==> config.mk <==
export PLATFORM = sky130hd
export DESIGN_NAME = rffb_flag_bank
export DESIGN_NICKNAME = d
export VERILOG_FILES = /design/src/core/rffb_pkg.sv /design/src/core/rffb_flag_bank.sv
export VERILOG_INCLUDE_DIRS = /design/src /design/src/core
export SDC_FILE = /design/constraint.sdc
export NUM_CORES = 1
export LEC_CHECK = 0
export BUFFER_PORTS_ARGS = -buffer_cell sky130_fd_sc_hd__buf_2
export CORE_MARGIN = 1.5
export CORE_UTILIZATION = 57
export CTS_BUF_LIST = sky130_fd_sc_hd__clkbuf_4 sky130_fd_sc_hd__clkbuf_8
export CTS_CLUSTER_SIZE = 24
export DETAILED_ROUTE_END_ITERATION = 10
export PLACE_DENSITY = 0.95
export SYNTH_ARGS = -nofsm -noshare
export SYNTH_HDL_FRONTEND = slang
export SYNTH_SLANG_ARGS = --single-unit
==> constraint.sdc <==
create_clock -name sys_clk_i -period 2.65 [get_ports sys_clk_i]
set_input_delay 0.1325 -clock sys_clk_i [delete_from_list [all_inputs] [get_ports sys_clk_i]]
set_output_delay 0.1325 -clock sys_clk_i [all_outputs]
set_load 0.05 [all_outputs]
==> src/core/rffb_defs.svh <==
// register offsets, field positions and reset values for the fault flag bank
// assumes inclusion by bare name from the design module and the testbench
`ifndef RFFB_DEFS_SVH
`define RFFB_DEFS_SVH

// register offsets
`define RFFB_OFS_CONV_EVT 8'h22
`define RFFB_OFS_BOOST_EVT 8'h23
`define RFFB_OFS_MON_EVT 8'h24
`define RFFB_OFS_LIVE_STAT 8'h25

// converter event field positions
`define RFFB_CONV_ONE_PG 6
`define RFFB_CONV_ONE_SC 5
`define RFFB_CONV_ONE_ILIM 4
`define RFFB_CONV_ZERO_PG 2
`define RFFB_CONV_ZERO_SC 1
`define RFFB_CONV_ZERO_ILIM 0

// boost event field positions
`define RFFB_STEPUP_PG 2
`define RFFB_STEPUP_SC 1
`define RFFB_STEPUP_ILIM 0

// monitor event field positions
`define RFFB_MON_TWO_PG 4
`define RFFB_MON_ONE_PG 2
`define RFFB_ANA_PG 0

// live status field positions
`define RFFB_SYNC_CLK_BAD 3
`define RFFB_THERM_SD 2
`define RFFB_THERM_WARN 1
`define RFFB_OVERVOLT 0

// sticky bit masks and reserved read/write bit masks
`define RFFB_CONV_FLAG_MASK 8'h77
`define RFFB_BOOST_FLAG_MASK 8'h07
`define RFFB_MON_FLAG_MASK 8'h15
`define RFFB_CONV_RSV_MASK 8'h88
`define RFFB_BOOST_RSV_MASK 8'hf8
`define RFFB_MON_RSV_MASK 8'hea

// reset value of every register
`define RFFB_RESET_VAL 8'h00

`endif

==> src/core/rffb_pkg.sv <==
// types shared by the fault flag bank
// assumes rffb_defs.svh on the include path
`default_nettype none
package rffb_pkg;
  typedef logic [7:0] rffb_byte_t;
endpackage : rffb_pkg
`default_nettype wire

==> src/core/rffb_flag_bank.sv <==
// sticky regulator fault flags, live status and summary flags
// assumes a register port already decoded from the serial interface,
// one-cycle write strobe, event inputs synchronous to sys_clk_i
//
// Behaviour
// - converter one power good sets bit six
// - converter one short sets bit five
// - converter one current limit sets bit four
// - converter zero power good sets bit two
// - converter zero short sets bit one
// - converter zero current limit sets bit zero
// - boost power good sets bit two
// - boost short sets bit one
// - boost current limit sets bit zero
// - monitor two power good sets bit four
// - monitor one power good sets bit two
// - analog supply power good sets bit zero
// - status bit three shows bad sync clock
// - status bit two shows thermal shutdown
// - status bit one shows thermal warning
// - status bit zero shows input overvoltage
// - converter summary follows any converter flag
// - boost summary follows any boost flag
// - monitor summary follows any monitor flag
`include "rffb_defs.svh"
`default_nettype none
module rffb_flag_bank
  import rffb_pkg::*;
(
  // clock and reset
  input wire logic sys_clk_i,
  input wire logic srst_i,
  // register port
  input wire logic [7:0] reg_addr_i,
  input wire logic reg_wr_i,
  input wire logic [7:0] reg_wdata_i,
  output logic [7:0] reg_rdata_o,
  // converter event pulses
  input wire logic conv_one_power_good_i,
  input wire logic conv_one_short_i,
  input wire logic conv_one_current_limit_i,
  input wire logic conv_zero_power_good_i,
  input wire logic conv_zero_short_i,
  input wire logic conv_zero_current_limit_i,
  // boost event pulses
  input wire logic stepup_power_good_i,
  input wire logic stepup_short_i,
  input wire logic stepup_current_limit_i,
  // monitor event pulses
  input wire logic monitor_two_power_good_i,
  input wire logic monitor_one_power_good_i,
  input wire logic analog_supply_power_good_i,
  // live condition levels
  input wire logic ext_sync_clock_bad_i,
  input wire logic thermal_shutdown_i,
  input wire logic thermal_warning_i,
  input wire logic input_overvoltage_i,
  // summary flags
  output logic conv_summary_flag_o,
  output logic stepup_summary_flag_o,
  output logic monitor_summary_flag_o
);

  rffb_byte_t conv_evt_r;
  rffb_byte_t boost_evt_r;
  rffb_byte_t mon_evt_r;
  rffb_byte_t live_stat_r;
  rffb_byte_t conv_set;
  rffb_byte_t boost_set;
  rffb_byte_t mon_set;
  rffb_byte_t conv_nxt;
  rffb_byte_t boost_nxt;
  rffb_byte_t mon_nxt;
  rffb_byte_t rdata_nxt;
  logic wr_conv;
  logic wr_boost;
  logic wr_mon;

  // event vectors placed at their field positions
  always_comb begin
    conv_set = '0;
    conv_set[`RFFB_CONV_ONE_PG] = conv_one_power_good_i;
    conv_set[`RFFB_CONV_ONE_SC] = conv_one_short_i;
    conv_set[`RFFB_CONV_ONE_ILIM] = conv_one_current_limit_i;
    conv_set[`RFFB_CONV_ZERO_PG] = conv_zero_power_good_i;
    conv_set[`RFFB_CONV_ZERO_SC] = conv_zero_short_i;
    conv_set[`RFFB_CONV_ZERO_ILIM] = conv_zero_current_limit_i;
    boost_set = '0;
    boost_set[`RFFB_STEPUP_PG] = stepup_power_good_i;
    boost_set[`RFFB_STEPUP_SC] = stepup_short_i;
    boost_set[`RFFB_STEPUP_ILIM] = stepup_current_limit_i;
    mon_set = '0;
    mon_set[`RFFB_MON_TWO_PG] = monitor_two_power_good_i;
    mon_set[`RFFB_MON_ONE_PG] = monitor_one_power_good_i;
    mon_set[`RFFB_ANA_PG] = analog_supply_power_good_i;
  end

  // write decode
  assign wr_conv = reg_wr_i && (reg_addr_i == `RFFB_OFS_CONV_EVT);
  assign wr_boost = reg_wr_i && (reg_addr_i == `RFFB_OFS_BOOST_EVT);
  assign wr_mon = reg_wr_i && (reg_addr_i == `RFFB_OFS_MON_EVT);

  // next values: flags clear on one, set wins, reserved bits plain storage
  always_comb begin
    conv_nxt = conv_evt_r;
    boost_nxt = boost_evt_r;
    mon_nxt = mon_evt_r;
    if (wr_conv) begin
      conv_nxt = (conv_evt_r & `RFFB_CONV_FLAG_MASK & ~reg_wdata_i)
        | (reg_wdata_i & `RFFB_CONV_RSV_MASK);
    end
    if (wr_boost) begin
      boost_nxt = (boost_evt_r & `RFFB_BOOST_FLAG_MASK & ~reg_wdata_i)
        | (reg_wdata_i & `RFFB_BOOST_RSV_MASK);
    end
    if (wr_mon) begin
      mon_nxt = (mon_evt_r & `RFFB_MON_FLAG_MASK & ~reg_wdata_i)
        | (reg_wdata_i & `RFFB_MON_RSV_MASK);
    end
    conv_nxt = conv_nxt | conv_set;
    boost_nxt = boost_nxt | boost_set;
    mon_nxt = mon_nxt | mon_set;
  end

  // event registers
  always_ff @(posedge sys_clk_i) begin
    if (srst_i) begin
      conv_evt_r <= `RFFB_RESET_VAL;
      boost_evt_r <= `RFFB_RESET_VAL;
      mon_evt_r <= `RFFB_RESET_VAL;
    end else begin
      conv_evt_r <= conv_nxt;
      boost_evt_r <= boost_nxt;
      mon_evt_r <= mon_nxt;
    end
  end

  // live status sampling, no write path
  always_ff @(posedge sys_clk_i) begin
    if (srst_i) begin
      live_stat_r <= `RFFB_RESET_VAL;
    end else begin
      live_stat_r <= '0;
      live_stat_r[`RFFB_SYNC_CLK_BAD] <= ext_sync_clock_bad_i;
      live_stat_r[`RFFB_THERM_SD] <= thermal_shutdown_i;
      live_stat_r[`RFFB_THERM_WARN] <= thermal_warning_i;
      live_stat_r[`RFFB_OVERVOLT] <= input_overvoltage_i;
    end
  end

  // summary flags from stored flag bits only
  assign conv_summary_flag_o = |(conv_evt_r & `RFFB_CONV_FLAG_MASK);
  assign stepup_summary_flag_o = |(boost_evt_r & `RFFB_BOOST_FLAG_MASK);
  assign monitor_summary_flag_o = |(mon_evt_r & `RFFB_MON_FLAG_MASK);

  // read mux, unmapped addresses read zero
  always_comb begin
    case (reg_addr_i)
      `RFFB_OFS_CONV_EVT: rdata_nxt = conv_evt_r;
      `RFFB_OFS_BOOST_EVT: rdata_nxt = boost_evt_r;
      `RFFB_OFS_MON_EVT: rdata_nxt = mon_evt_r;
      `RFFB_OFS_LIVE_STAT: rdata_nxt = live_stat_r;
      default: rdata_nxt = '0;
    endcase
  end

  // registered read data
  always_ff @(posedge sys_clk_i) begin
    if (srst_i) begin
      reg_rdata_o <= `RFFB_RESET_VAL;
    end else begin
      reg_rdata_o <= rdata_nxt;
    end
  end

  // assertions: every event sets its own flag by the next edge
  conv_one_pg_a: assert property (@(posedge sys_clk_i) disable iff (srst_i)
    conv_one_power_good_i |=> conv_evt_r[6])
    else $error("conv one pg not set");
  conv_one_sc_a: assert property (@(posedge sys_clk_i) disable iff (srst_i)
    conv_one_short_i |=> conv_evt_r[5])
    else $error("conv one short not set");
  conv_one_ilim_a: assert property (@(posedge sys_clk_i) disable iff (srst_i)
    conv_one_current_limit_i |=> conv_evt_r[4])
    else $error("conv one ilim not set");
  conv_zero_pg_a: assert property (@(posedge sys_clk_i) disable iff (srst_i)
    conv_zero_power_good_i |=> conv_evt_r[2])
    else $error("conv zero pg not set");
  conv_zero_sc_a: assert property (@(posedge sys_clk_i) disable iff (srst_i)
    conv_zero_short_i |=> conv_evt_r[1])
    else $error("conv zero short not set");
  conv_zero_ilim_a: assert property (@(posedge sys_clk_i) disable iff (srst_i)
    conv_zero_current_limit_i |=> conv_evt_r[0])
    else $error("conv zero ilim not set");
  boost_pg_a: assert property (@(posedge sys_clk_i) disable iff (srst_i)
    stepup_power_good_i |=> boost_evt_r[2])
    else $error("boost pg not set");
  boost_sc_a: assert property (@(posedge sys_clk_i) disable iff (srst_i)
    stepup_short_i |=> boost_evt_r[1])
    else $error("boost short not set");
  boost_ilim_a: assert property (@(posedge sys_clk_i) disable iff (srst_i)
    stepup_current_limit_i |=> boost_evt_r[0])
    else $error("boost ilim not set");
  mon_two_pg_a: assert property (@(posedge sys_clk_i) disable iff (srst_i)
    monitor_two_power_good_i |=> mon_evt_r[4])
    else $error("mon two pg not set");
  mon_one_pg_a: assert property (@(posedge sys_clk_i) disable iff (srst_i)
    monitor_one_power_good_i |=> mon_evt_r[2])
    else $error("mon one pg not set");
  ana_pg_a: assert property (@(posedge sys_clk_i) disable iff (srst_i)
    analog_supply_power_good_i |=> mon_evt_r[0])
    else $error("analog pg not set");

  // live status follows its levels one edge late; the release edge still resets
  sync_clk_stat_a: assert property (@(posedge sys_clk_i) disable iff (srst_i)
    !srst_i |=> (live_stat_r[3] == $past(ext_sync_clock_bad_i)))
    else $error("sync stat wrong");
  therm_sd_stat_a: assert property (@(posedge sys_clk_i) disable iff (srst_i)
    !srst_i |=> (live_stat_r[2] == $past(thermal_shutdown_i)))
    else $error("shutdown stat wrong");
  therm_warn_stat_a: assert property (@(posedge sys_clk_i) disable iff (srst_i)
    !srst_i |=> (live_stat_r[1] == $past(thermal_warning_i)))
    else $error("warning stat wrong");
  overvolt_stat_a: assert property (@(posedge sys_clk_i) disable iff (srst_i)
    !srst_i |=> (live_stat_r[0] == $past(input_overvoltage_i)))
    else $error("input_overvoltage_status wrong");

  // summaries follow the stored flags and drop once the last one is cleared
  conv_summary_a: assert property (@(posedge sys_clk_i) disable iff (srst_i)
    conv_summary_flag_o == ((conv_evt_r & 8'h77) != 8'h00))
    else $error("conv summary");
  boost_summary_a: assert property (@(posedge sys_clk_i) disable iff (srst_i)
    stepup_summary_flag_o == ((boost_evt_r & 8'h07) != 8'h00))
    else $error("boost summary");
  mon_summary_a: assert property (@(posedge sys_clk_i) disable iff (srst_i)
    monitor_summary_flag_o == ((mon_evt_r & 8'h15) != 8'h00))
    else $error("mon summary");
  conv_sum_drop_a: assert property (@(posedge sys_clk_i) disable iff (srst_i)
    (wr_conv && ((conv_evt_r & 8'h77 & ~reg_wdata_i) == 8'h00) && (conv_set == 8'h00))
    |=> !conv_summary_flag_o) else $error("conv summary stuck after clear");
  boost_sum_drop_a: assert property (@(posedge sys_clk_i) disable iff (srst_i)
    (wr_boost && ((boost_evt_r & 8'h07 & ~reg_wdata_i) == 8'h00) && (boost_set == 8'h00))
    |=> !stepup_summary_flag_o) else $error("boost summary stuck after clear");
  mon_sum_drop_a: assert property (@(posedge sys_clk_i) disable iff (srst_i)
    (wr_mon && ((mon_evt_r & 8'h15 & ~reg_wdata_i) == 8'h00) && (mon_set == 8'h00))
    |=> !monitor_summary_flag_o) else $error("mon summary stuck after clear");

  // flags stay until written with one; an event beats a clear
  flag_hold_a: assert property (@(posedge sys_clk_i) disable iff (srst_i)
    (conv_evt_r[6] && !(wr_conv && reg_wdata_i[6])) |=> conv_evt_r[6])
    else $error("flag lost without clear");
  conv_hold_a: assert property (@(posedge sys_clk_i) disable iff (srst_i)
    !wr_conv |=> ((~conv_evt_r & $past(conv_evt_r)) == 8'h00))
    else $error("conv bit dropped without a write");
  boost_hold_a: assert property (@(posedge sys_clk_i) disable iff (srst_i)
    !wr_boost |=> ((~boost_evt_r & $past(boost_evt_r)) == 8'h00))
    else $error("boost bit dropped without a write");
  mon_hold_a: assert property (@(posedge sys_clk_i) disable iff (srst_i)
    !wr_mon |=> ((~mon_evt_r & $past(mon_evt_r)) == 8'h00))
    else $error("mon bit dropped without a write");
  zero_write_a: assert property (@(posedge sys_clk_i) disable iff (srst_i)
    (wr_conv && (reg_wdata_i == 8'h00))
    |=> (conv_evt_r == (($past(conv_evt_r) & 8'h77) | $past(conv_set))))
    else $error("write of zero changed a flag");
  conv_clear_a: assert property (@(posedge sys_clk_i) disable iff (srst_i)
    wr_conv |=> ((conv_evt_r & 8'h77 & $past(reg_wdata_i) & ~$past(conv_set)) == 8'h00))
    else $error("conv flag not cleared by write one");
  boost_clear_a: assert property (@(posedge sys_clk_i) disable iff (srst_i)
    wr_boost |=> ((boost_evt_r & 8'h07 & $past(reg_wdata_i) & ~$past(boost_set)) == 8'h00))
    else $error("boost flag not cleared by write one");
  mon_clear_a: assert property (@(posedge sys_clk_i) disable iff (srst_i)
    wr_mon |=> ((mon_evt_r & 8'h15 & $past(reg_wdata_i) & ~$past(mon_set)) == 8'h00))
    else $error("mon flag not cleared by write one");

  // read data shows the addressed register one edge later
  rd_conv_a: assert property (@(posedge sys_clk_i) disable iff (srst_i)
    (!srst_i && (reg_addr_i == `RFFB_OFS_CONV_EVT)) |=> (reg_rdata_o == $past(conv_evt_r)))
    else $error("conv read data wrong");
  rd_boost_a: assert property (@(posedge sys_clk_i) disable iff (srst_i)
    (!srst_i && (reg_addr_i == `RFFB_OFS_BOOST_EVT)) |=> (reg_rdata_o == $past(boost_evt_r)))
    else $error("boost read data wrong");
  rd_mon_a: assert property (@(posedge sys_clk_i) disable iff (srst_i)
    (!srst_i && (reg_addr_i == `RFFB_OFS_MON_EVT)) |=> (reg_rdata_o == $past(mon_evt_r)))
    else $error("mon read data wrong");
  rd_live_a: assert property (@(posedge sys_clk_i) disable iff (srst_i)
    (!srst_i && (reg_addr_i == `RFFB_OFS_LIVE_STAT)) |=> (reg_rdata_o == $past(live_stat_r)))
    else $error("status read data wrong");

  // reset clears status and converter flags whatever the inputs do
  status_reset_a: assert property (@(posedge sys_clk_i)
    srst_i |=> (live_stat_r == 8'h00 && conv_evt_r == 8'h00))
    else $error("reset value");

  // main scenarios
  clear_by_write_c: cover property (@(posedge sys_clk_i) disable iff (srst_i)
    conv_evt_r[5] ##1 (wr_conv && reg_wdata_i[5]) ##1 !conv_evt_r[5]);
  set_beats_clear_c: cover property (@(posedge sys_clk_i) disable iff (srst_i)
    wr_boost && reg_wdata_i[1] && stepup_short_i);
  summary_drop_c: cover property (@(posedge sys_clk_i) disable iff (srst_i)
    monitor_summary_flag_o ##1 !monitor_summary_flag_o);
  status_rise_c: cover property (@(posedge sys_clk_i) disable iff (srst_i)
    !live_stat_r[2] ##1 live_stat_r[2]);
  all_summaries_c: cover property (@(posedge sys_clk_i) disable iff (srst_i)
    conv_summary_flag_o && stepup_summary_flag_o && monitor_summary_flag_o);

endmodule : rffb_flag_bank
`default_nettype wire

==> results of run 1 <==
## state kept, by name, indices dropped and copies added, names as in the netlist
name         flops
boost_evt_r      8
conv_evt_r       8
live_stat_r      4
mon_evt_r        8
reg_rdata_o      8
## worst reg2reg max path, delay by kind of cell (launching register included)
family           cells  cell delay (ns)
flip-flops           1             0.33
multiplexers         1             0.26
AO/OA/AOI/OAI        1             0.19
AND/OR/NAND/NOR      1             0.07
## metrics by stage
stage / hold WS, ns / cell area (um^2) / cells / utilization (%)
after CTS: 0.0006708 / 1941 / 248 / 75.58
after global placement: 0.3392 / 1794 / 232 / 69.88
after detailed placement: 0.3483 / 1794 / 232 / 69.88
after global routing: 0.01105 / 1941 / 248 / 75.58
final: 0.01154 / 1941 / 248 / 75.58
after floorplan: 0.2099 / 1588 / 166 / -
## routing by layer
layer  GRT usage [%]  vias to the layer above  share of wire (%)
li1                -                      702                  -
met1           29.55                      692                 42
met2           45.75                       73                 49
met3           7.907                       11                6.4
met4           14.29                        0                2.8
met5               0                        -                  0
## layout make-up
type	instances	area (um^2)	share of cell area (%)
tap	30	37.54	1.934
multi-input combinational	107	758.2	39.07
sequential	36	720.7	37.14
inverter	14	52.55	2.708
timing repair buffer	53	305.3	15.73
clock buffer	8	66.31	3.417
## repair_timing
item                                   CTS  global route
endpoints found under the hold margin   10             0
hold buffers                             8             0
setup buffers                            0             0
## report_power, final
part           internal, uW  total [uW]  leakage, uW  switching (uW)
Combinational          55.0         130     0.000519            75.0
Clock                   151         324    0.0000394             172
Sequential              557         569     0.000295            11.6
## worst max-delay path by stage
stage          slack (ns)       endpoint  cells after the start           from
2_1_floorplan        1.59   mon_evt_r[3]                      4  reg_addr_i[4]
3_3_place_gp         0.93   mon_evt_r[3]                      4  reg_addr_i[4]
3_5_place_dp         0.87   mon_evt_r[2]                      4  reg_addr_i[4]
4_1_cts              1.05  conv_evt_r[6]                      5  reg_addr_i[6]
5_1_grt              0.93  conv_evt_r[6]                      5  reg_addr_i[6]
6_report              1.0  conv_evt_r[6]                      5  reg_addr_i[6]
## Yosys cell counts (2+ instances only)
library cell  count  area (um^2)
buf_2             3        15.01
and4_1            2        17.52
nand3_1           4        20.02
a21oi_1           4        20.02
clkbuf_1          3        11.26
a221oi_1          2        17.52
nor2b_1           6        37.54
a311oi_1         12        105.1
nor4_1            2        12.51
inv_1            13        48.80
nor2_1           13        48.80
buf_6             2        22.52
nand4_1           6        37.54
or3_1             2        12.51
mux2_2            6        67.56
and3b_1           2        17.52
nand2_1          19        71.32
mux2i_1          12        120.1
a211oi_1          2        15.01
dfxtp_1          36        720.7
a22oi_1           3        22.52
## logic make-up after synthesis
logic type / after synthesis / share of synthesized area, %
flops: 36 / 45.39
compound gates: 26 / 13.71
mux: 18 / 11.82
simple gates: 63 / 22.22
buf+inv: 23 / 6.856
==> reports/summary.txt, run 1 <==
Status - finished, final reports clean
DRC Markers - 0
Worst min path class - primary input to register
Sequential area share after synthesis - 45.39%
ANT nets after route - 0
WL final - 3952 um
Wire length per cell - 15.94 um
Pre-CTS setup slack - 0.8701 ns
Worst Tran Pin Value - 0.7047 ns
Ys async rst share - 0%
Final setup margin - 0.9980 ns
Crit Path Max Fanout - 8
Required time of the critical path - 2.86 ns
Number of buffers and inverters on the critical path - 2
HPWL Detailed - 2601 um
Most common cell after layout, fill and taps aside - buf_2
Rel. slew slack - 52.82%
PwrDens - 527.1 nW/um^2
Gr usage total - 26.71%
Cell at the slowest stage of the critical path - dlygate4sd3_1
Clock Sinks - 36
Hold path depth - 2
Reg2Reg Depth - 3
IO buf count - 45
Layout cells sized above 1 - 28.90%
Root Driver - clkbuf_4
Row count - 18
Worst hold endpoint - live_stat_r[1]
Filler cells - 193
Worst-Skew Late Latency - 0.34 ns
Fmax - 605.3 MHz
Drt first pass iters - 4
R2R Setup Slk - 1.70 ns
Largest net degree at the start of global routing - 20
Syn Area/Cell - 9.565 um^2
Setup TNS - 0 ns
Gates resized, CTS repair - 0
EDFF count, synth - 0
RSZ-0062 raised after global routing - no
Tmin final - 1.652 ns
Max Cap Viol - 0
Vias per std cell - 5.960
Gr ovfl total - 0
VDD IR max - 0.5117 mV
Max incr delay on CP - 0.53 ns
Hold wc startpoint - thermal_warning_i
Top Family by Delay on Critical Path - simple AND/OR/NAND/NOR gates
Syn_nets - 201
Clock tree buffer depth - 2
Setup crit start kind - primary input
Mapped cell area - 1588 um^2
Worst setup EP type - register
YS warnings - 0
CP cell instances - dlygate4sd3_1, buf_2, nor3b_2, and3_1, a311oi_1
LEAKAGE - 0.0008538 uW
H-tree levels - 2
Worst Path Arrival - 1.86 ns
Initial Util - 61.84%
Nets@finish - 252
Cells after Synth - 166
Final setup violation count - 0
Core ar. - 2567 um^2
Final hold vios - 0
Drt first-iter violations - 68
Synth Register Bits - 36
Die H - 55.78 um
Vias in the first global route - 1480
First-pass GRT wire length - 6354 um
GPL Wtd Cong - 0.8181
FF-to-FF End - reg_rdata_o[3]
Num CTS Buffers - 5
Synth Flop Type - dfxtp_1
TritonCTS clock tree - built
Netlist cell types - 33
Die footprint - 3111 um^2
RR Startpoint - mon_evt_r[3]
Final Slew Violations - 0
Clock-pin slew on the worst setup and hold paths - 0.10 ns
Fin crit share - 62.34%
Via count - 1478
Die W - 55.78 um
Total Power - 1023 uW
Top Ports - 46
N_diodes - 0
CP Class - primary input to register
Initial antenna violation count - 0
Synth-to-Final Area Change - 22.22%
Commonest non-fill, non-tap cells in the layout - buf_2 (45), dfxtp_1 (36), nand2_1 (19)
Max Clock Skew - 0.003471 ns
Power figures use the tool's default switching activity.
==> inputs of run 2 (changes only) <==
- ABC_AREA: default -> 1
- CORE_UTILIZATION: 57 -> 48
- PLACE_DENSITY: 0.95 -> 0.86
- clock period: 2.65 -> 1.51 ns (I/O delays scaled with it)
==> reports/summary.txt, run 2 <==
Initial antenna violation count - 0
Netlist cell types - 19
Syn Area/Cell - 6.884 um^2
Synth top area cells - dfxtp_1 (44%), nand2_1 (15%), nand3_1 (7.6%)
Required time of the critical path - 1.43 ns
Adder-cell share of the synthesized area - 0%
Routed wl met2 - 2035 um
Complex-gate fraction of the synthesized area - 8.745%
Top-count cell post-synth - nand2_1
FF-to-FF End - reg_rdata_o[1]
Final setup margin - 0.1016 ns
Post-Synth XOR/XNOR Area - 0%
R2R Setup Slk - 0.76 ns
Final Slew Violations - 0
Die W - 61.55 um
Worst Path Arrival - 1.33 ns
Filler cells - 306
Post-Route M1 WL - 1677 um
Mapped cell area - 1645 um^2
Worst-Skew Late Latency - 0.34 ns
Synth Flop Type - dfxtp_1
Drt first pass iters - 4
Drt first-iter violations - 84
GPL Wtd Cong - 0.8033
YS warnings - 0
Fmax - 710.0 MHz
Final hold vios - 0
WL final - 3965 um
RSZ-0062 raised after global routing - no
Most frequent cells after synthesis - nand2_1 (66), dfxtp_1 (36), inv_1 (32)
Hold wc startpoint - reg_wdata_i[6]
Gates resized, CTS repair - 0
Root Driver - clkbuf_4
Post-route cell area - 2116 um^2
Reg area - 720.7 um^2
Num CTS Buffers - 5
VDD IR max - 0.4820 mV
Top Ports - 46
HPWL Detailed - 2785 um
Worst hold endpoint - mon_evt_r[6]
CP cell instances - nor4_1, nand2_1, buf_2
Pre-CTS setup slack - 0.2753 ns
Hold path depth - 3
Worst min path class - primary input to register
Cell at the slowest stage of the critical path - dfxtp_1
Gr usage total - 23.47%
Layout cells sized above 1 - 22.00%
Synth Area in Simple Gates - 36.12%
RR Startpoint - mon_evt_r[1]
Initial Util - 49.70%
TritonCTS clock tree - built
Synth area leader - dfxtp_1
Synth-to-Final Area Change - 28.59%
Nets@finish - 335
Worst Tran Pin Value - 0.4706 ns
Syn_nets - 274
Max Cap Viol - 0
DRC Markers - 0
Placed instance area - 1891 um^2
Clock tree buffer depth - 2
Postcts setup bufs - 0
Most common cell after layout, fill and taps aside - nand2_1
Final setup violation count - 0
Max incr delay on CP - 0.34 ns
Fin cells - 346
Crit Path Max Fanout - 3
Core ar. - 3311 um^2
Fin crit share - 93.27%
Cells after Synth - 239
Dpl cells - 323
Status - finished, final reports clean
IO buf count - 45
Max layer used - met4
Max Clock Skew - 0.005552 ns
Worst setup EP type - output port
Die H - 61.55 um
Die footprint - 3788 um^2
Multi-input gate area - 738.2 um^2
Clock-pin slew on the worst setup and hold paths - 0.10 ns
Commonest non-fill, non-tap cells in the layout - nand2_1 (66), buf_2 (45), dfxtp_1 (36)
Clock Sinks - 36
Largest net degree at the start of global routing - 28
Tmin final - 1.408 ns
Row count - 21
Largest family of logic cells by synthesized area - simple AND/OR/NAND/NOR gates
ANT nets after route - 0
EDFF count, synth - 0
First-pass GRT wire length - 6589 um
Vias per std cell - 4.913
Count of hold-fix buffers inserted at cts - 16
H-tree levels - 2
Setup TNS - 0 ns
WL met3 - 228 um
Reg2Reg Depth - 4
Setup crit start kind - register
Via count - 1700
CP Class - register to output port
Post-synth top area share - 43.80%
Top Family by Delay on Critical Path - simple AND/OR/NAND/NOR gates
PwrDens - 848.3 nW/um^2
Synth Register Bits - 36
LEAKAGE - 0.001015 uW
Vias in the first global route - 1591
Ys async rst share - 0%
Gr ovfl total - 0
Wire length per cell - 11.46 um
Rel. slew slack - 68.63%
N_diodes - 0
Number of buffers and inverters on the critical path - 1
Sequential area share after synthesis - 43.80%
Mux cell area share after synthesis - 0%
[run 2: changes by cell type after synthesis, moves of 4 or more]
cell      delta
inv_1       +19
nand2_2      +4
nand2_1     +47
mux2_2       -6
nor2b_1      -6
a311oi_1    -12
a21oi_1     +20
nor2_1       +7
nand3_1     +21
mux2i_1     -12
[run 2: worst reg2reg max path, cell delays in order (launching register included)]
cell     delay, ns
dfxtp_1       0.36
inv_1         0.05
o21ai_0       0.15
nor2_1        0.06
nor2_1        0.08
[run 2: worst max-delay path by stage]
stage / startpoint / endpoint / slack (ns) / cells after the start
detailed placement: reg_addr_i[2] / boost_evt_r[3] / 0.28 / 7
CTS: conv_evt_r[4] / conv_summary_flag_o / 0.09 / 3
global route: conv_evt_r[4] / conv_summary_flag_o / 0.06 / 3
floorplan: mon_evt_r[4] / monitor_summary_flag_o / 0.55 / 1
global placement: reg_addr_i[2] / boost_evt_r[3] / 0.33 / 7
finish: conv_evt_r[4] / conv_summary_flag_o / 0.10 / 3
[run 2: routing by layer]
layer | up-vias | track usage [%]
met5 | - | 0
met4 | 0 | 4.863
met3 | 3 | 7.773
met2 | 52 | 42.41
met1 | 771 | 26.86
li1 | 874 | -
[run 2: kinds of logic (layout without fill, tap and decap cells)]
logic type	Yosys count	after routing
simple gates	132	132
buf+inv	43	104
flops	36	36
compound gates	28	28
[run 2: per-stage QoR]
| step | hold slack (ns) | util (%) | power (uW) |
|---|---|---|---|
| floorplan | 0.1825 | - | 1127 |
| global placement | 0.2773 | 57.11 | 1202 |
| detailed placement | 0.2874 | 57.11 | 1207 |
| CTS | 0.01371 | 63.91 | 1787 |
| global route | 0.01096 | 63.91 | 1861 |
| finish | 0.01792 | 63.91 | 1795 |
[run 2: final cells by class]
type	instances	share of cell area, %
inverter	33	5.973
timing repair buffer	64	19.28
multi-input combinational	160	34.89
sequential	36	34.06
tap	46	2.720
clock buffer	7	3.075
[run 2: power by group]
| part | internal, uW | switching (uW) | total, uW |
|---|---|---|---|
| Sequential | 978 | 19.1 | 998 |
| Clock | 264 | 309 | 573 |
| Combinational | 94.5 | 129 | 224 |
==> inputs of run 3 (changes only) <==
- BUFFER_PORTS_ARGS: -buffer_cell sky130_fd_sc_hd__buf_2 -> -buffer_cell sky130_fd_sc_hd__clkbuf_2
==> reports/summary.txt, run 3 (synthesized netlist as in run 2, its figures left out) <==
Max Clock Skew - 0.009729 ns
Required time of the critical path - 1.43 ns
Total Power - 1793 uW
Final hold vios - 0
Clock-pin slew on the worst setup and hold paths - 0.11 ns
Die footprint - 3788 um^2
Worst Path Arrival - 1.33 ns
Post-route cell area - 2131 um^2
TritonCTS clock tree - built
Hold wc startpoint - reg_wdata_i[3]
Initial antenna violation count - 0
Pre-CTS setup slack - 0.3459 ns
ANT nets after route - 0
GPL Wtd Cong - 0.8451
Crit Path Max Fanout - 3
Final setup violation count - 0
Rel. slew slack - 65.77%
Placed instance area - 1898 um^2
Wire length per cell - 11.37 um
RR Startpoint - mon_evt_r[3]
Tmin final - 1.407 ns
Drt first pass iters - 4
Via count - 1733
Reg area - 720.7 um^2
Root Driver - clkbuf_4
PwrDens - 841.6 nW/um^2
Die H - 61.55 um
M3 GR Usage - 6.303%
Largest net degree at the start of global routing - 28
Max Cap Viol - 0
HPWL Detailed - 2826 um
Status - finished, final reports clean
Vias per std cell - 4.980
M1 GR Usage - 27.25%
Setup crit start kind - register
RSZ-0062 raised after global routing - no
Final core utilization - 64.36%
Most common cell after layout, fill and taps aside - nand2_1
LEAKAGE - 0.001026 uW
Layer with the highest usage - met2
Filler cells - 303
DRC Markers - 0
IO buf count - 45
Vias in the first global route - 1557
CP Class - register to output port
Die W - 61.55 um
Num CTS Buffers - 5
Fin crit share - 93.15%
Gr usage total - 22.91%
Drt first-iter violations - 57
H-tree levels - 2
Layout cells sized above 1 - 22.85%
Clock Sinks - 36
Critical path launch point - conv_evt_r[4]
Core ar. - 3311 um^2
Top Ports - 46
Worst setup EP type - output port
Initial Util - 49.70%
Synth-to-Final Area Change - 29.51%
N_diodes - 0
Worst-Skew Late Latency - 0.34 ns
Multi-input gate area - 744.5 um^2
Routing usage on met2 - 39.40%
First-pass GRT wire length - 6430 um
Row count - 21
Setup TNS - 0 ns
Gr ovfl total - 0
WL final - 3956 um
Worst Tran Pin Value - 0.5134 ns
Clock tree buffer depth - 2
Final Slew Violations - 0
Nets@finish - 336
Worst min path class - primary input to register
Final setup margin - 0.1035 ns
Commonest non-fill, non-tap cells in the layout - nand2_1 (66), clkbuf_2 (45), dfxtp_1 (36)
Fmax - 711.0 MHz
VDD IR max - 0.5932 mV
-- run 3: repair_timing --
item,4_1_cts,5_1_grt
setup endpoints to repair,0,1
hold buffers,16,0
endpoints found under the hold margin,16,0
setup buffers,0,0
resized for setup,0,1
-- run 3: layout make-up --
class                   instances  share of cell area, %
multi-input cells             160                  34.94
flip-flops and latches         36                  33.82
repair buffers                 65                  19.50
inverters                      33                  5.931
clock buffers                   8                  3.112
well taps                      46                  2.701
-- run 3: power breakdown --
group	internal, uW	leakage [uW]	switching (uW)
Combinational	95.0	0.000692	130
Sequential	978	0.000295	21.1
Clock	266	0.0000394	303
-- run 3: path summary, 6_finish.rpt --
check	cells after the start	slack, ns	endpoint
worst max-delay path	3	0.10	conv_summary_flag_o
worst min-delay path	3	0.02	conv_evt_r[3]
worst max register to register	4	0.77	reg_rdata_o[3]
worst min register to register	2	0.47	boost_evt_r[4]
-- run 3: per-stage QoR --
step                      hold slack, ns  std cells
after floorplan                   0.1825        239
after global placement            0.2694        324
after detailed placement          0.2718        324
after CTS                       0.004720        348
after global routing             0.02198        348
final                            0.01601        348
-- run 3: metal layers --
layer  wire length, um  vias to the layer above
met5                 0                        -
met4                75                        0
li1                  -                      877
met3               231                        9
met1              1730                      775
met2              1918                       72
-- run 3: critical path, stage by stage, from the launching register on --
cell and delay, ns:
dfxtp_1 0.35, nor4_2 0.31, nand2_1 0.10, clkbuf_2 0.25
